$ cat config.mk
export PLATFORM = sky130hd
export DESIGN_NAME = far_end_alarm_code_ctrl
export DESIGN_NICKNAME = d
export VERILOG_FILES = /design/src/inc/alarm_code_pkg.sv /design/src/design/far_end_alarm_code_ctrl.sv
export SDC_FILE = /design/constraint.sdc
export NUM_CORES = 1
export LEC_CHECK = 0
export BUFFER_PORTS_ARGS = -buffer_cell sky130_fd_sc_hd__buf_4
export CORE_ASPECT_RATIO = 0.9
export CORE_MARGIN = 10
export CORE_UTILIZATION = 25
export DETAILED_ROUTE_END_ITERATION = 10
export SYNTH_ARGS = -nofsm -noshare
export SYNTH_HDL_FRONTEND = slang
export SYNTH_SLANG_ARGS = --single-unit
$ cat constraint.sdc
create_clock -name mclk -period 6.9 [get_ports mclk]
set_clock_uncertainty 0.15 [all_clocks]
set_input_delay 1.38 -clock mclk [delete_from_list [all_inputs] [get_ports mclk]]
set_output_delay 1.38 -clock mclk [all_outputs]
set_load 0.01 [all_outputs]
$ cat src/inc/alarm_code_pkg.sv
// constants for the far-end alarm code word controller
// assumes a 16-bit host register port and one overhead bit slot per direction
package alarm_code_pkg;
  // register map (word offsets on the plain port)
  localparam logic [7:0]  ALARM_CODE_CONTROL_OFS = 8'h90;
  localparam logic [7:0]  ALARM_CODE_STATUS_OFS  = 8'h92;
  // control field positions
  localparam int          CTL_WORD_A_LSB   = 0;
  localparam int          CTL_SEL_LSB      = 6;
  localparam int          CTL_WORD_B_LSB   = 8;
  localparam int          CTL_IDLE_IE_BIT  = 14;
  localparam int          CTL_RX_RESET_BIT = 15;
  localparam logic [15:0] CTL_RESET_VALUE  = 16'h0000;
  // status field positions
  localparam int          STS_DETECTED_BIT = 0;
  localparam int          STS_IDLE_BIT     = 1;
  localparam int          STS_PAYLOAD_LSB  = 8;
  localparam int          STS_EMPTY_BIT    = 14;
  localparam int          STS_OVERFLOW_BIT = 15;
  // code word shape
  localparam int          WORD_BITS        = 16;
  localparam logic [7:0]  WORD_FLAG        = 8'hff;
  localparam int          TX_REPEATS       = 10;
  localparam int          RX_VALIDATE_CNT  = 3;
  localparam int          RX_LOSS_CNT      = 2;
  localparam int          RX_IDLE_ONES     = 16;
  localparam int          RX_FIFO_DEPTH    = 4;
  // transmit select encodings
  localparam logic [1:0]  SEL_IDLE         = 2'h0;
  localparam logic [1:0]  SEL_A_ONCE       = 2'h1;
  localparam logic [1:0]  SEL_A_THEN_B     = 2'h2;
  localparam logic [1:0]  SEL_A_CONT       = 2'h3;
  typedef enum logic [1:0] {TX_IDLE, TX_SEND_A, TX_SEND_B, TX_DONE} tx_state_t;
endpackage : alarm_code_pkg

$ cat src/design/far_end_alarm_code_ctrl.sv
// far-end alarm code word controller: transmit generator, receive detector, 4-entry queue
// assumes framer gives one-cycle bit-slot strobes on mclk; mode pins from framer config
//
// Function
// - in T3 mode the block only works when C-bit parity framing is on.
// - in E3 mode transmit drives the spare bit only when source select picks it.
// - in E3 mode the receive detector always runs and updates status.
// - code word is eight ones, zero, six payload bits, zero; lsb first.
// - each code word goes out at least ten times; otherwise send all ones.
// - receive search slides one bit at a time with no assumed alignment.
// - a word validates after the same payload in three consecutive opportunities.
// - a validated word is lost after two bad opportunities in a row.
// - validation sets the detected flag and pushes the payload into the queue.
// - the receive queue holds four entries.
// - on a full queue a new word is dropped and overflow is set.
// - control bits 0 to 5 hold word A payload, bit 0 sent first.
// - control bits 8 to 13 hold word B payload, bit 8 sent first.
// - transmit select acts on change; host returns to idle between actions.
// - select 00 sends ones; 01 sends word A ten times then ones.
// - select 10 sends word A ten times, word B ten times, then ones.
// - select 11 repeats word A while held, never fewer than ten.
// - control bit 14 masks or unmasks the receive idle interrupt.
// - a rising control bit 15 resets receive logic and flushes the queue.
// - detected flag latches per new word and clears on status read.
// - idle flag latches on sixteen ones after a valid word, clears on read.
// - status bits 8 to 13 show queue head; bit 14 is real-time empty.
// - overflow flag in bit 15 latches on a lost word, clears on read.
`timescale 1ns/1ns
`default_nettype none
module far_end_alarm_code_ctrl
  import alarm_code_pkg::*;
#(
  parameter int FIFO_DEPTH = RX_FIFO_DEPTH
) (
  // clock and reset
  input  wire logic        mclk,
  input  wire logic        rst_n,
  input  wire logic        clk_en,
  // host register port
  input  wire logic [7:0]  addr,
  input  wire logic [15:0] wdata,
  input  wire logic        wr_stb,
  input  wire logic        rd_stb,
  output logic      [15:0] rdata,
  // framer mode
  input  wire logic        e3_mode,
  input  wire logic        t3_cbit_parity,
  input  wire logic        e3_spare_source_sel0,
  input  wire logic        e3_spare_source_sel1,
  // overhead bit slots
  input  wire logic        tx_slot,
  output logic             tx_bit,
  output logic             tx_bit_valid,
  input  wire logic        rx_slot,
  input  wire logic        rx_bit,
  // interrupt request toward the master status logic
  output logic             irq
);

  // ==========================================================================
  // enable and registers
  // ==========================================================================
  logic        active;
  logic [15:0] alarm_code_control_reg;
  logic        rst_prev_reg;
  logic        rx_reset;
  logic        status_rd;
  logic [5:0]  tx_word_a_payload;
  logic [5:0]  tx_word_b_payload;
  logic [1:0]  tx_sel;
  logic        rx_idle_irq_enable;
  logic        tx_spare_enable;

  assign active = e3_mode | t3_cbit_parity;
  // e3 select code 01 routes the spare bit to this controller
  assign tx_spare_enable = e3_mode ? (~e3_spare_source_sel1 & e3_spare_source_sel0)
                                   : t3_cbit_parity;
  assign tx_word_a_payload  = alarm_code_control_reg[CTL_WORD_A_LSB +: 6];
  assign tx_word_b_payload  = alarm_code_control_reg[CTL_WORD_B_LSB +: 6];
  assign tx_sel             = alarm_code_control_reg[CTL_SEL_LSB +: 2];
  assign rx_idle_irq_enable = alarm_code_control_reg[CTL_IDLE_IE_BIT];
  assign status_rd          = clk_en & rd_stb & (addr == ALARM_CODE_STATUS_OFS);
  assign rx_reset = clk_en & alarm_code_control_reg[CTL_RX_RESET_BIT] & ~rst_prev_reg;

  always_ff @(posedge mclk or negedge rst_n) begin
    if (!rst_n) begin
      alarm_code_control_reg <= CTL_RESET_VALUE;
      rst_prev_reg           <= 1'b0;
    end else if (clk_en) begin
      rst_prev_reg <= alarm_code_control_reg[CTL_RX_RESET_BIT];
      if (wr_stb && addr == ALARM_CODE_CONTROL_OFS) begin
        alarm_code_control_reg <= wdata;
      end
    end
  end

  // ==========================================================================
  // transmit generator
  // ==========================================================================
  tx_state_t   tx_state_reg;
  logic [1:0]  sel_prev_reg;
  logic [3:0]  bit_cnt_reg;
  logic [3:0]  rep_cnt_reg;
  logic        seq_b_reg;
  logic        sel_edge;
  logic [15:0] tx_word;

  // changes from idle to a non-idle action start a sequence
  assign sel_edge = (sel_prev_reg == SEL_IDLE) && (tx_sel != SEL_IDLE);
  assign tx_word = {1'b0, (tx_state_reg == TX_SEND_B) ? tx_word_b_payload
                                                      : tx_word_a_payload,
                    1'b0, WORD_FLAG};

  always_ff @(posedge mclk or negedge rst_n) begin
    if (!rst_n) begin
      tx_state_reg <= TX_IDLE;
      sel_prev_reg <= SEL_IDLE;
      bit_cnt_reg  <= 4'h0;
      rep_cnt_reg  <= 4'h0;
      seq_b_reg    <= 1'b0;
      tx_bit       <= 1'b1;
      tx_bit_valid <= 1'b0;
    end else if (clk_en) begin
      sel_prev_reg <= tx_sel;
      tx_bit_valid <= tx_slot & tx_spare_enable;
      if (sel_edge && tx_state_reg != TX_SEND_A && tx_state_reg != TX_SEND_B) begin
        tx_state_reg <= TX_SEND_A;
        seq_b_reg    <= (tx_sel == SEL_A_THEN_B);
        bit_cnt_reg  <= 4'h0;
        rep_cnt_reg  <= 4'h0;
      end else if (tx_sel == SEL_IDLE && tx_state_reg == TX_DONE) begin
        tx_state_reg <= TX_IDLE;
      end
      if (tx_slot && tx_spare_enable) begin
        case (tx_state_reg)
          TX_SEND_A, TX_SEND_B: begin
            tx_bit      <= tx_word[bit_cnt_reg];
            bit_cnt_reg <= bit_cnt_reg + 4'h1;
            if (bit_cnt_reg == 4'(WORD_BITS - 1)) begin
              if (rep_cnt_reg == 4'(TX_REPEATS - 1)) begin
                rep_cnt_reg <= 4'h0;
                if (tx_state_reg == TX_SEND_A && seq_b_reg) begin
                  tx_state_reg <= TX_SEND_B;
                end else if (tx_state_reg == TX_SEND_A && tx_sel == SEL_A_CONT) begin
                  tx_state_reg <= TX_SEND_A;
                end else begin
                  tx_state_reg <= TX_DONE;
                end
              end else begin
                rep_cnt_reg <= rep_cnt_reg + 4'h1;
              end
            end
          end
          default: begin
            tx_bit <= 1'b1;
          end
        endcase
      end
    end
  end

  // ==========================================================================
  // receive detector
  // ==========================================================================
  logic [15:0] rx_shift_reg;
  logic [3:0]  rx_phase_reg;
  logic        rx_locked_reg;
  logic        rx_valid_reg;
  logic [5:0]  rx_cand_reg;
  logic [1:0]  rx_match_cnt_reg;
  logic        rx_bad_reg;
  logic [4:0]  rx_ones_reg;
  logic        rx_idle_armed_reg;
  logic [15:0] rx_shift_next;
  logic        rx_pattern;
  logic        rx_opportunity;
  logic        rx_validate;
  logic        rx_idle_event;

  assign rx_shift_next  = {rx_bit, rx_shift_reg[15:1]};
  // newest bit sits at the top, so the flag byte lands low once a word is in
  assign rx_pattern     = (rx_shift_next[7:0] == WORD_FLAG) && !rx_shift_next[8]
                          && !rx_shift_next[15];
  assign rx_opportunity = rx_slot && active && rx_locked_reg && rx_phase_reg == 4'hf;
  assign rx_validate    = rx_opportunity && rx_pattern && !rx_valid_reg
                          && rx_shift_next[14:9] == rx_cand_reg
                          && rx_match_cnt_reg == 2'(RX_VALIDATE_CNT - 1);
  assign rx_idle_event  = clk_en && rx_slot && active && rx_idle_armed_reg && rx_bit
                          && rx_ones_reg == 5'(RX_IDLE_ONES - 1);

  always_ff @(posedge mclk or negedge rst_n) begin
    if (!rst_n) begin
      rx_shift_reg      <= 16'h0000;
      rx_phase_reg      <= 4'h0;
      rx_locked_reg     <= 1'b0;
      rx_valid_reg      <= 1'b0;
      rx_cand_reg       <= 6'h00;
      rx_match_cnt_reg  <= 2'h0;
      rx_bad_reg        <= 1'b0;
      rx_ones_reg       <= 5'h00;
      rx_idle_armed_reg <= 1'b0;
    end else if (rx_reset) begin
      rx_shift_reg      <= 16'h0000;
      rx_phase_reg      <= 4'h0;
      rx_locked_reg     <= 1'b0;
      rx_valid_reg      <= 1'b0;
      rx_match_cnt_reg  <= 2'h0;
      rx_bad_reg        <= 1'b0;
      rx_ones_reg       <= 5'h00;
      rx_idle_armed_reg <= 1'b0;
    end else if (clk_en && rx_slot && active) begin
      rx_shift_reg <= rx_shift_next;
      rx_phase_reg <= rx_phase_reg + 4'h1;
      rx_ones_reg  <= rx_bit ? ((rx_ones_reg == 5'(RX_IDLE_ONES - 1)) ? 5'h00
                                                                        : rx_ones_reg + 5'h01)
                             : 5'h00;
      if (rx_idle_event) begin
        rx_idle_armed_reg <= 1'b0;
      end
      if (!rx_locked_reg) begin
        if (rx_pattern) begin
          rx_locked_reg    <= 1'b1;
          rx_phase_reg     <= 4'h0;
          rx_cand_reg      <= rx_shift_next[14:9];
          rx_match_cnt_reg <= 2'h1;
        end
      end else if (rx_phase_reg == 4'hf) begin
        rx_phase_reg <= 4'h0;
        if (rx_pattern && rx_shift_next[14:9] == rx_cand_reg) begin
          rx_bad_reg <= 1'b0;
          if (!rx_valid_reg) begin
            if (rx_validate) begin
              rx_valid_reg      <= 1'b1;
              rx_idle_armed_reg <= 1'b1;
              rx_ones_reg       <= 5'h00;
            end else begin
              rx_match_cnt_reg <= rx_match_cnt_reg + 2'h1;
            end
          end
        end else if (rx_valid_reg && !rx_bad_reg) begin
          rx_bad_reg <= 1'b1;
        end else begin
          // second bad opportunity, or mismatch before validation: resume sliding search
          rx_valid_reg     <= 1'b0;
          rx_bad_reg       <= 1'b0;
          rx_locked_reg    <= 1'b0;
          rx_match_cnt_reg <= 2'h0;
        end
      end
    end
  end

  // ==========================================================================
  // receive queue and status
  // ==========================================================================
  localparam int PW = $clog2(FIFO_DEPTH);
  logic [5:0]  fifo_mem [FIFO_DEPTH];
  logic [PW-1:0] wr_ptr_reg;
  logic [PW-1:0] rd_ptr_reg;
  logic [PW:0]   count_reg;
  logic        fifo_full;
  logic        fifo_empty;
  logic        push;
  logic        pop;
  logic        detected_reg;
  logic        idle_seen_reg;
  logic        overflow_reg;

  assign fifo_full  = count_reg == (PW+1)'(FIFO_DEPTH);
  assign fifo_empty = count_reg == '0;
  assign push = clk_en && rx_validate && !rx_reset && !fifo_full;
  assign pop  = status_rd && !fifo_empty && !rx_reset;

  always_ff @(posedge mclk) begin
    if (push) begin
      fifo_mem[wr_ptr_reg] <= rx_shift_next[14:9];
    end
  end

  always_ff @(posedge mclk or negedge rst_n) begin
    if (!rst_n) begin
      wr_ptr_reg <= '0;
      rd_ptr_reg <= '0;
      count_reg  <= '0;
    end else if (rx_reset) begin
      wr_ptr_reg <= '0;
      rd_ptr_reg <= '0;
      count_reg  <= '0;
    end else begin
      if (push) begin
        wr_ptr_reg <= PW'(wr_ptr_reg + 1'b1);
      end
      if (pop) begin
        rd_ptr_reg <= PW'(rd_ptr_reg + 1'b1);
      end
      count_reg <= count_reg + (PW+1)'(push) - (PW+1)'(pop);
    end
  end

  // status flags: a new event in the read cycle survives the clear
  always_ff @(posedge mclk or negedge rst_n) begin
    if (!rst_n) begin
      detected_reg  <= 1'b0;
      idle_seen_reg <= 1'b0;
      overflow_reg  <= 1'b0;
    end else if (clk_en) begin
      detected_reg  <= (clk_en && rx_validate && !rx_reset) | (detected_reg & ~status_rd);
      idle_seen_reg <= (rx_idle_event && !rx_reset) | (idle_seen_reg & ~status_rd);
      overflow_reg  <= (rx_validate && fifo_full && !rx_reset)
                       | (overflow_reg & ~status_rd);
    end
  end

  // ==========================================================================
  // read port and interrupt
  // ==========================================================================
  always_ff @(posedge mclk or negedge rst_n) begin
    if (!rst_n) begin
      rdata <= 16'h0000;
      irq   <= 1'b0;
    end else if (clk_en) begin
      irq <= detected_reg | (idle_seen_reg & rx_idle_irq_enable);
      if (rd_stb && addr == ALARM_CODE_CONTROL_OFS) begin
        rdata <= alarm_code_control_reg;
      end else if (status_rd) begin
        rdata <= '0;
        rdata[STS_DETECTED_BIT] <= detected_reg;
        rdata[STS_IDLE_BIT]     <= idle_seen_reg;
        rdata[STS_PAYLOAD_LSB +: 6] <= fifo_empty ? 6'h00 : fifo_mem[rd_ptr_reg];
        rdata[STS_EMPTY_BIT]    <= fifo_empty;
        rdata[STS_OVERFLOW_BIT] <= overflow_reg;
      end else begin
        rdata <= 16'h0000;
      end
    end
  end

endmodule : far_end_alarm_code_ctrl
`default_nettype wire

## Word level (Yosys, flattened, before mapping)

Memory sizes are Yosys's and may differ from the RTL's.
Index checks and enable logic that the tools add are counted.

- Output and inout bits: 19
- RAM bits: 24
- Latch bits: 0
- Memories: 1
- Register bits: 96
- Memory bits (read-only): 0

Memories:

| memory | words | width | rd ports | clocked after Yosys merged registers in | wr ports | RTL line | text |
|---|---|---|---|---|---|---|---|
| fifo_mem | 4 | 6 | 1 | 0 | 1 | far_end_alarm_code_ctrl.sv:257 | `logic [5:0] fifo_mem [FIFO_DEPTH];` |

- Bitwise logic cells: 20
- Equality and inequality tests: 22
- Divide/modulo/power cells: 0
- Reductions and logical operators: 58
- $mul: 0
- Add/sub/neg operators: 9
- Mux-type cells: 84
- Shift operators: 0
- $lt $le $gt $ge: 1

Operators with widths:

| kind | number |
|---|---|
| 16-bit two-way mux | 4 |
| 4-bit two-way mux | 13 |
| 5-bit two-way mux | 9 |
| 2-bit two-way mux | 21 |
| 1-bit logical AND | 33 |
| 1-bit two-way mux | 33 |
| 8-bit equality test, second input constant | 3 |
| 4-bit by 1-bit adder with 4-bit output, second input constant | 3 |
| 4-bit equality test, second input constant | 3 |
| 6-bit two-way mux | 2 |
| 4-bit inequality test, second input constant | 3 |
| 2-bit nonzero test | 6 |
| 1-bit AND | 10 |
| 2-bit equality test, second input constant | 5 |
| 4-bit AND reduction | 2 |
| 1-bit logical NOT | 7 |
| 2-bit by 1-bit adder with 2-bit output, second input constant | 3 |
| 6-bit equality test | 1 |
| 2-bit AND reduction | 3 |
| 6-bit AND reduction | 1 |
| 5-bit by 1-bit adder with 5-bit output, second input constant | 1 |
| 5-bit by 4-bit equality test with 1-bit output, second input constant | 1 |
| 4-bit by 5-bit < comparator with 1-bit output, second input constant | 1 |
| 1-bit NOT | 5 |
| 16 further kinds | 21 |

## Longest topological paths before layout

- Depth after elaboration: 15
- Depth in mapped cells: 15

## Worst setup path before layout

Ideal clock, no wire load.

- Kind: input to register
- Start: input rx_bit
- End: register count_reg[2]
- Path buffers: 1
- Required time: 6.618 ns
- Cell stages on the path: 13
- Arrival: 3.792 ns
- Slack: 2.826 ns
- Cell sequence: or4_1 > buf_2 > nor4_4 > and2_1 > inv_1 > ha_1 > inv_1 > ha_1 > inv_1 > fa_1 > xor2_1 > xnor2_1 > nor2_1

- Cells in the longest elaborated chain, start to end: 12

Ends and longest elaborated chain:

| what | RTL line | text |
|---|---|---|
| from (decl) | far_end_alarm_code_ctrl.sv:55 | `input wire logic rx_bit,` |
| 1-bit logical NOT | far_end_alarm_code_ctrl.sv:183 | `&& !rx_shift_next[15];` |
| 1-bit logical AND | far_end_alarm_code_ctrl.sv:183 |  |
| 1-bit logical AND (2 in series) | far_end_alarm_code_ctrl.sv:185 | `assign rx_validate = rx_opportunity && rx_pattern && !rx_valid_reg` |
| 1-bit logical AND | far_end_alarm_code_ctrl.sv:186 | `&& rx_shift_next[14:9] == rx_cand_reg` |
| 1-bit logical AND | far_end_alarm_code_ctrl.sv:187 | `&& rx_match_cnt_reg == 2'(RX_VALIDATE_CNT - 1);` |
| 1-bit logical AND (3 in series) | far_end_alarm_code_ctrl.sv:271 | `assign push = clk_en && rx_validate && !rx_reset && !fifo_full;` |
| 3-bit by 1-bit adder with 3-bit output | far_end_alarm_code_ctrl.sv:296 | `count_reg <= count_reg + (PW+1)'(push) - (PW+1)'(pop);` |
| 3-bit by 1-bit subtractor with 3-bit output | far_end_alarm_code_ctrl.sv:296 |  |
| 3-bit two-way mux | far_end_alarm_code_ctrl.sv:285 | `end else if (rx_reset) begin` |
| to (signal assigned) | far_end_alarm_code_ctrl.sv:296 |  |
| to (decl) | far_end_alarm_code_ctrl.sv:260 | `logic [PW:0] count_reg;` |

No other way between the ends.
A chain may end at the register's enable or synchronous reset.

## Worst setup path in the final report

Ends and elaborated chain as after synthesis.

==> flow_metrics.tcl <==
set metrics [dict create \
    status "finished clean" \
    cts_setup_buffers 0 \
    fp.dieArea_sq_um 28500 \
    synth_common_cells "dfrtp_1, nand2_1, nor2_1" \
    critPathKind "input port to register" \
    grt_pass1_vias 3856 \
    postSynthAreaPerCell_sq_um 11.6 \
    hpwl_mm 8.74 \
    clk_path_buf_depth 2 \
    clock-sinks 119 \
    synth_seq_area_share_pct 56.1 \
    grtUsageTotal_pct 9.05 \
    hold_viol 0 \
    synth.distinct_cells 57 \
    r2r-end "count_reg[2]$_DFF_PN0_" \
    hp-class "register to register" \
    place_area_sq_um 6230 \
    max_freq_ghz 0.246 \
    drc 0 \
    tightest_slew_ns 1.11 \
    endpoint "count_reg[2]$_DFF_PN0_" \
    die_x_um 177 \
    drtIter0Drc 371 \
    postLayoutCellArea_sq_um 6740 \
    cp-end-kind "register" \
    synth.top_cells.by_area "dfrtp_1, edfxtp_1, mux2_2" \
    drt-pass1-iter-count 4 \
    fin_cells 835 \
    finalCritPeriodShare_pct 59.0 \
    vdd_ir_drop_max_uv 179 \
    cap_violations 0 \
    netlist.top_cell.by_area "dfrtp_1" \
    ys_ff_latch 119 \
    numCtsBuffers 17 \
    core_sq_um 21700 \
    synth_most_common_cell "dfrtp_1" \
    gp_congestion 0.747 \
    p_per_area_nw_per_um2 272 \
    r2r_start "rx_phase_reg[0]$_DFFE_PN0N_" \
    synth_edf_count 24 \
    preCtsSetupSlack_ns 2.41 \
    row_count 51 \
    async_flop_share_pct 79.8 \
    hp-start "tx_bit$_DFFE_PN1P_" \
    routedWlPerCell_um 14.8 \
    grt_pass1_wl_mm 20.8 \
    largest_register_ffs 24 \
    tns_ns 0 \
    drt-vias-per-instance 4.55 \
    area_growth_pct 22.0 \
    antenna_found_initial 0 \
    htreeDepth 4 \
    arrival_ns 4.19 \
    postRouteAntennaNets 0 \
    clk_pin_slew_ns 0.06 \
    netlist.area_leader.share_pct 42.6 \
    drive_above_1_share_pct 22.4 \
    die_h_um 161 \
    worstSetupStartpointType "input port" \
    synth_cells 475 \
    cp.required_ns 7.03 \
    syn-cell-area_sq_um 5530 \
    worstSetupStartpoint "rx_bit" \
    setup_violations 0 \
    tritoncts "built" \
    grt_max_degree 72 \
    start_util_pct 25.5 \
    io_pins 55 \
    num_vias 3801 \
    wl_mm 12.4 \
    final_nets 581 \
    dp.cells 803 \
    clk_latency_ns 0.41 \
    antennaDiodeCount 0 \
    setup_ws_ns 2.83 \
    reg2reg_slack_ns 3.41 \
    slew_headroom_pct 24.2 \
    power.leakage_nw 2.86 \
    period_needed_ns 4.07 \
    yosys_most_used_dff "dfrtp_1" \
    syn_nets 525 \
    r2r_cells 14 \
    ctsResizeCount 0 \
    hold_buffers 0 \
    drv_slew 0 \
    fillCellCount 2251 \
    grt_setup_unrepaired "no" \
    grt-ovfl-total 0 \
    whs_ns 0.325 \
    ys_warn_count 0 \
    cts_root_buf "clkbuf_16" \
    portBuffers 54 \
    cp_max_fo 7 \
]
[cell families after synthesis]
group / share of synthesized area [%]
AOI/OAI and AO/OA: 12.8
DFF: 56.1
adders and majority gates: 3.31
buffers and inverters: 3.40
and+or+nand+nor: 13.4
xor gates and xnor gates: 1.59
muxes: 9.44
[through the flow]
step	utilization [%]	power, mW
global placement	28.7	1.08
CTS	31.1	1.85
finish	31.1	1.83
global route	31.1	1.93
floorplan	-	0.992
detailed placement	28.7	1.08
[power breakdown]
group          internal (mW)  switching (mW)  leakage (nW)  total, mW
Clock                  0.462           0.304         0.249      0.766
Sequential             0.785          0.0724          1.49      0.858
Combinational          0.104           0.104          1.12      0.208
[critical path: stages]
cell and delay (ns):
buf_4 0.13, or4_1 0.66, nor4_4 0.47, and2_1 0.25, inv_1 0.06, ha_1 0.26
inv_1 0.05, ha_1 0.13, inv_1 0.05, fa_1 0.37, xor2_1 0.17, xnor2_1 0.14
nor2_1 0.06
[final cells by class]
| type | count | area, sq um | share of cell area [%] |
|---|---|---|---|
| Timing Repair Buffer | 57 | 428 | 6.35 |
| Multi-Input combinational cell | 310 | 2240 | 33.2 |
| Inverter | 26 | 97.6 | 1.45 |
| Clock buffer | 22 | 454 | 6.74 |
| Tap cell | 291 | 364 | 5.40 |
| Clock inverter | 10 | 57.6 | 0.854 |
| Sequential cell | 119 | 3100 | 46.0 |
[per-layer routing]
layer  GRT usage, %  vias to the layer above  share of wire (%)
met2           13.4                       85                 45
met4           3.21                        0               0.78
li1               -                     1852                  -
met3           2.89                       11                5.6
met5              0                        -                  0
met1           12.1                     1853                 49
[worst min-delay path by stage]
stage                            endpoint  slack [ns]  cells after the start
finish                 tx_bit$_DFFE_PN1P_        0.33                      2
global placement       tx_bit$_DFFE_PN1P_        0.32                      2
global route           tx_bit$_DFFE_PN1P_        0.35                      2
floorplan           seq_b_reg$_DFFE_PN0P_        0.31                      2
detailed placement     tx_bit$_DFFE_PN1P_        0.32                      2
CTS                    tx_bit$_DFFE_PN1P_        0.33                      2
[cells in the final DEF (no fill, tap or decap), drive strengths merged, types with 5 or more instances in the layout]
cell,count
a21oi,20
a22o,15
a22oi,11
and3,5
buf,57
clkbuf,22
clkinv,7
dfrtp,94
edfxtp,24
ha,13
inv,26
mux2,23
mux2i,6
mux4,9
nand2,34
nand3,18
nand4,6
nor2,34
nor2b,6
nor3,8
nor4,5
o21ai,30
xnor2,8
(Power assumes the default switching activity.)
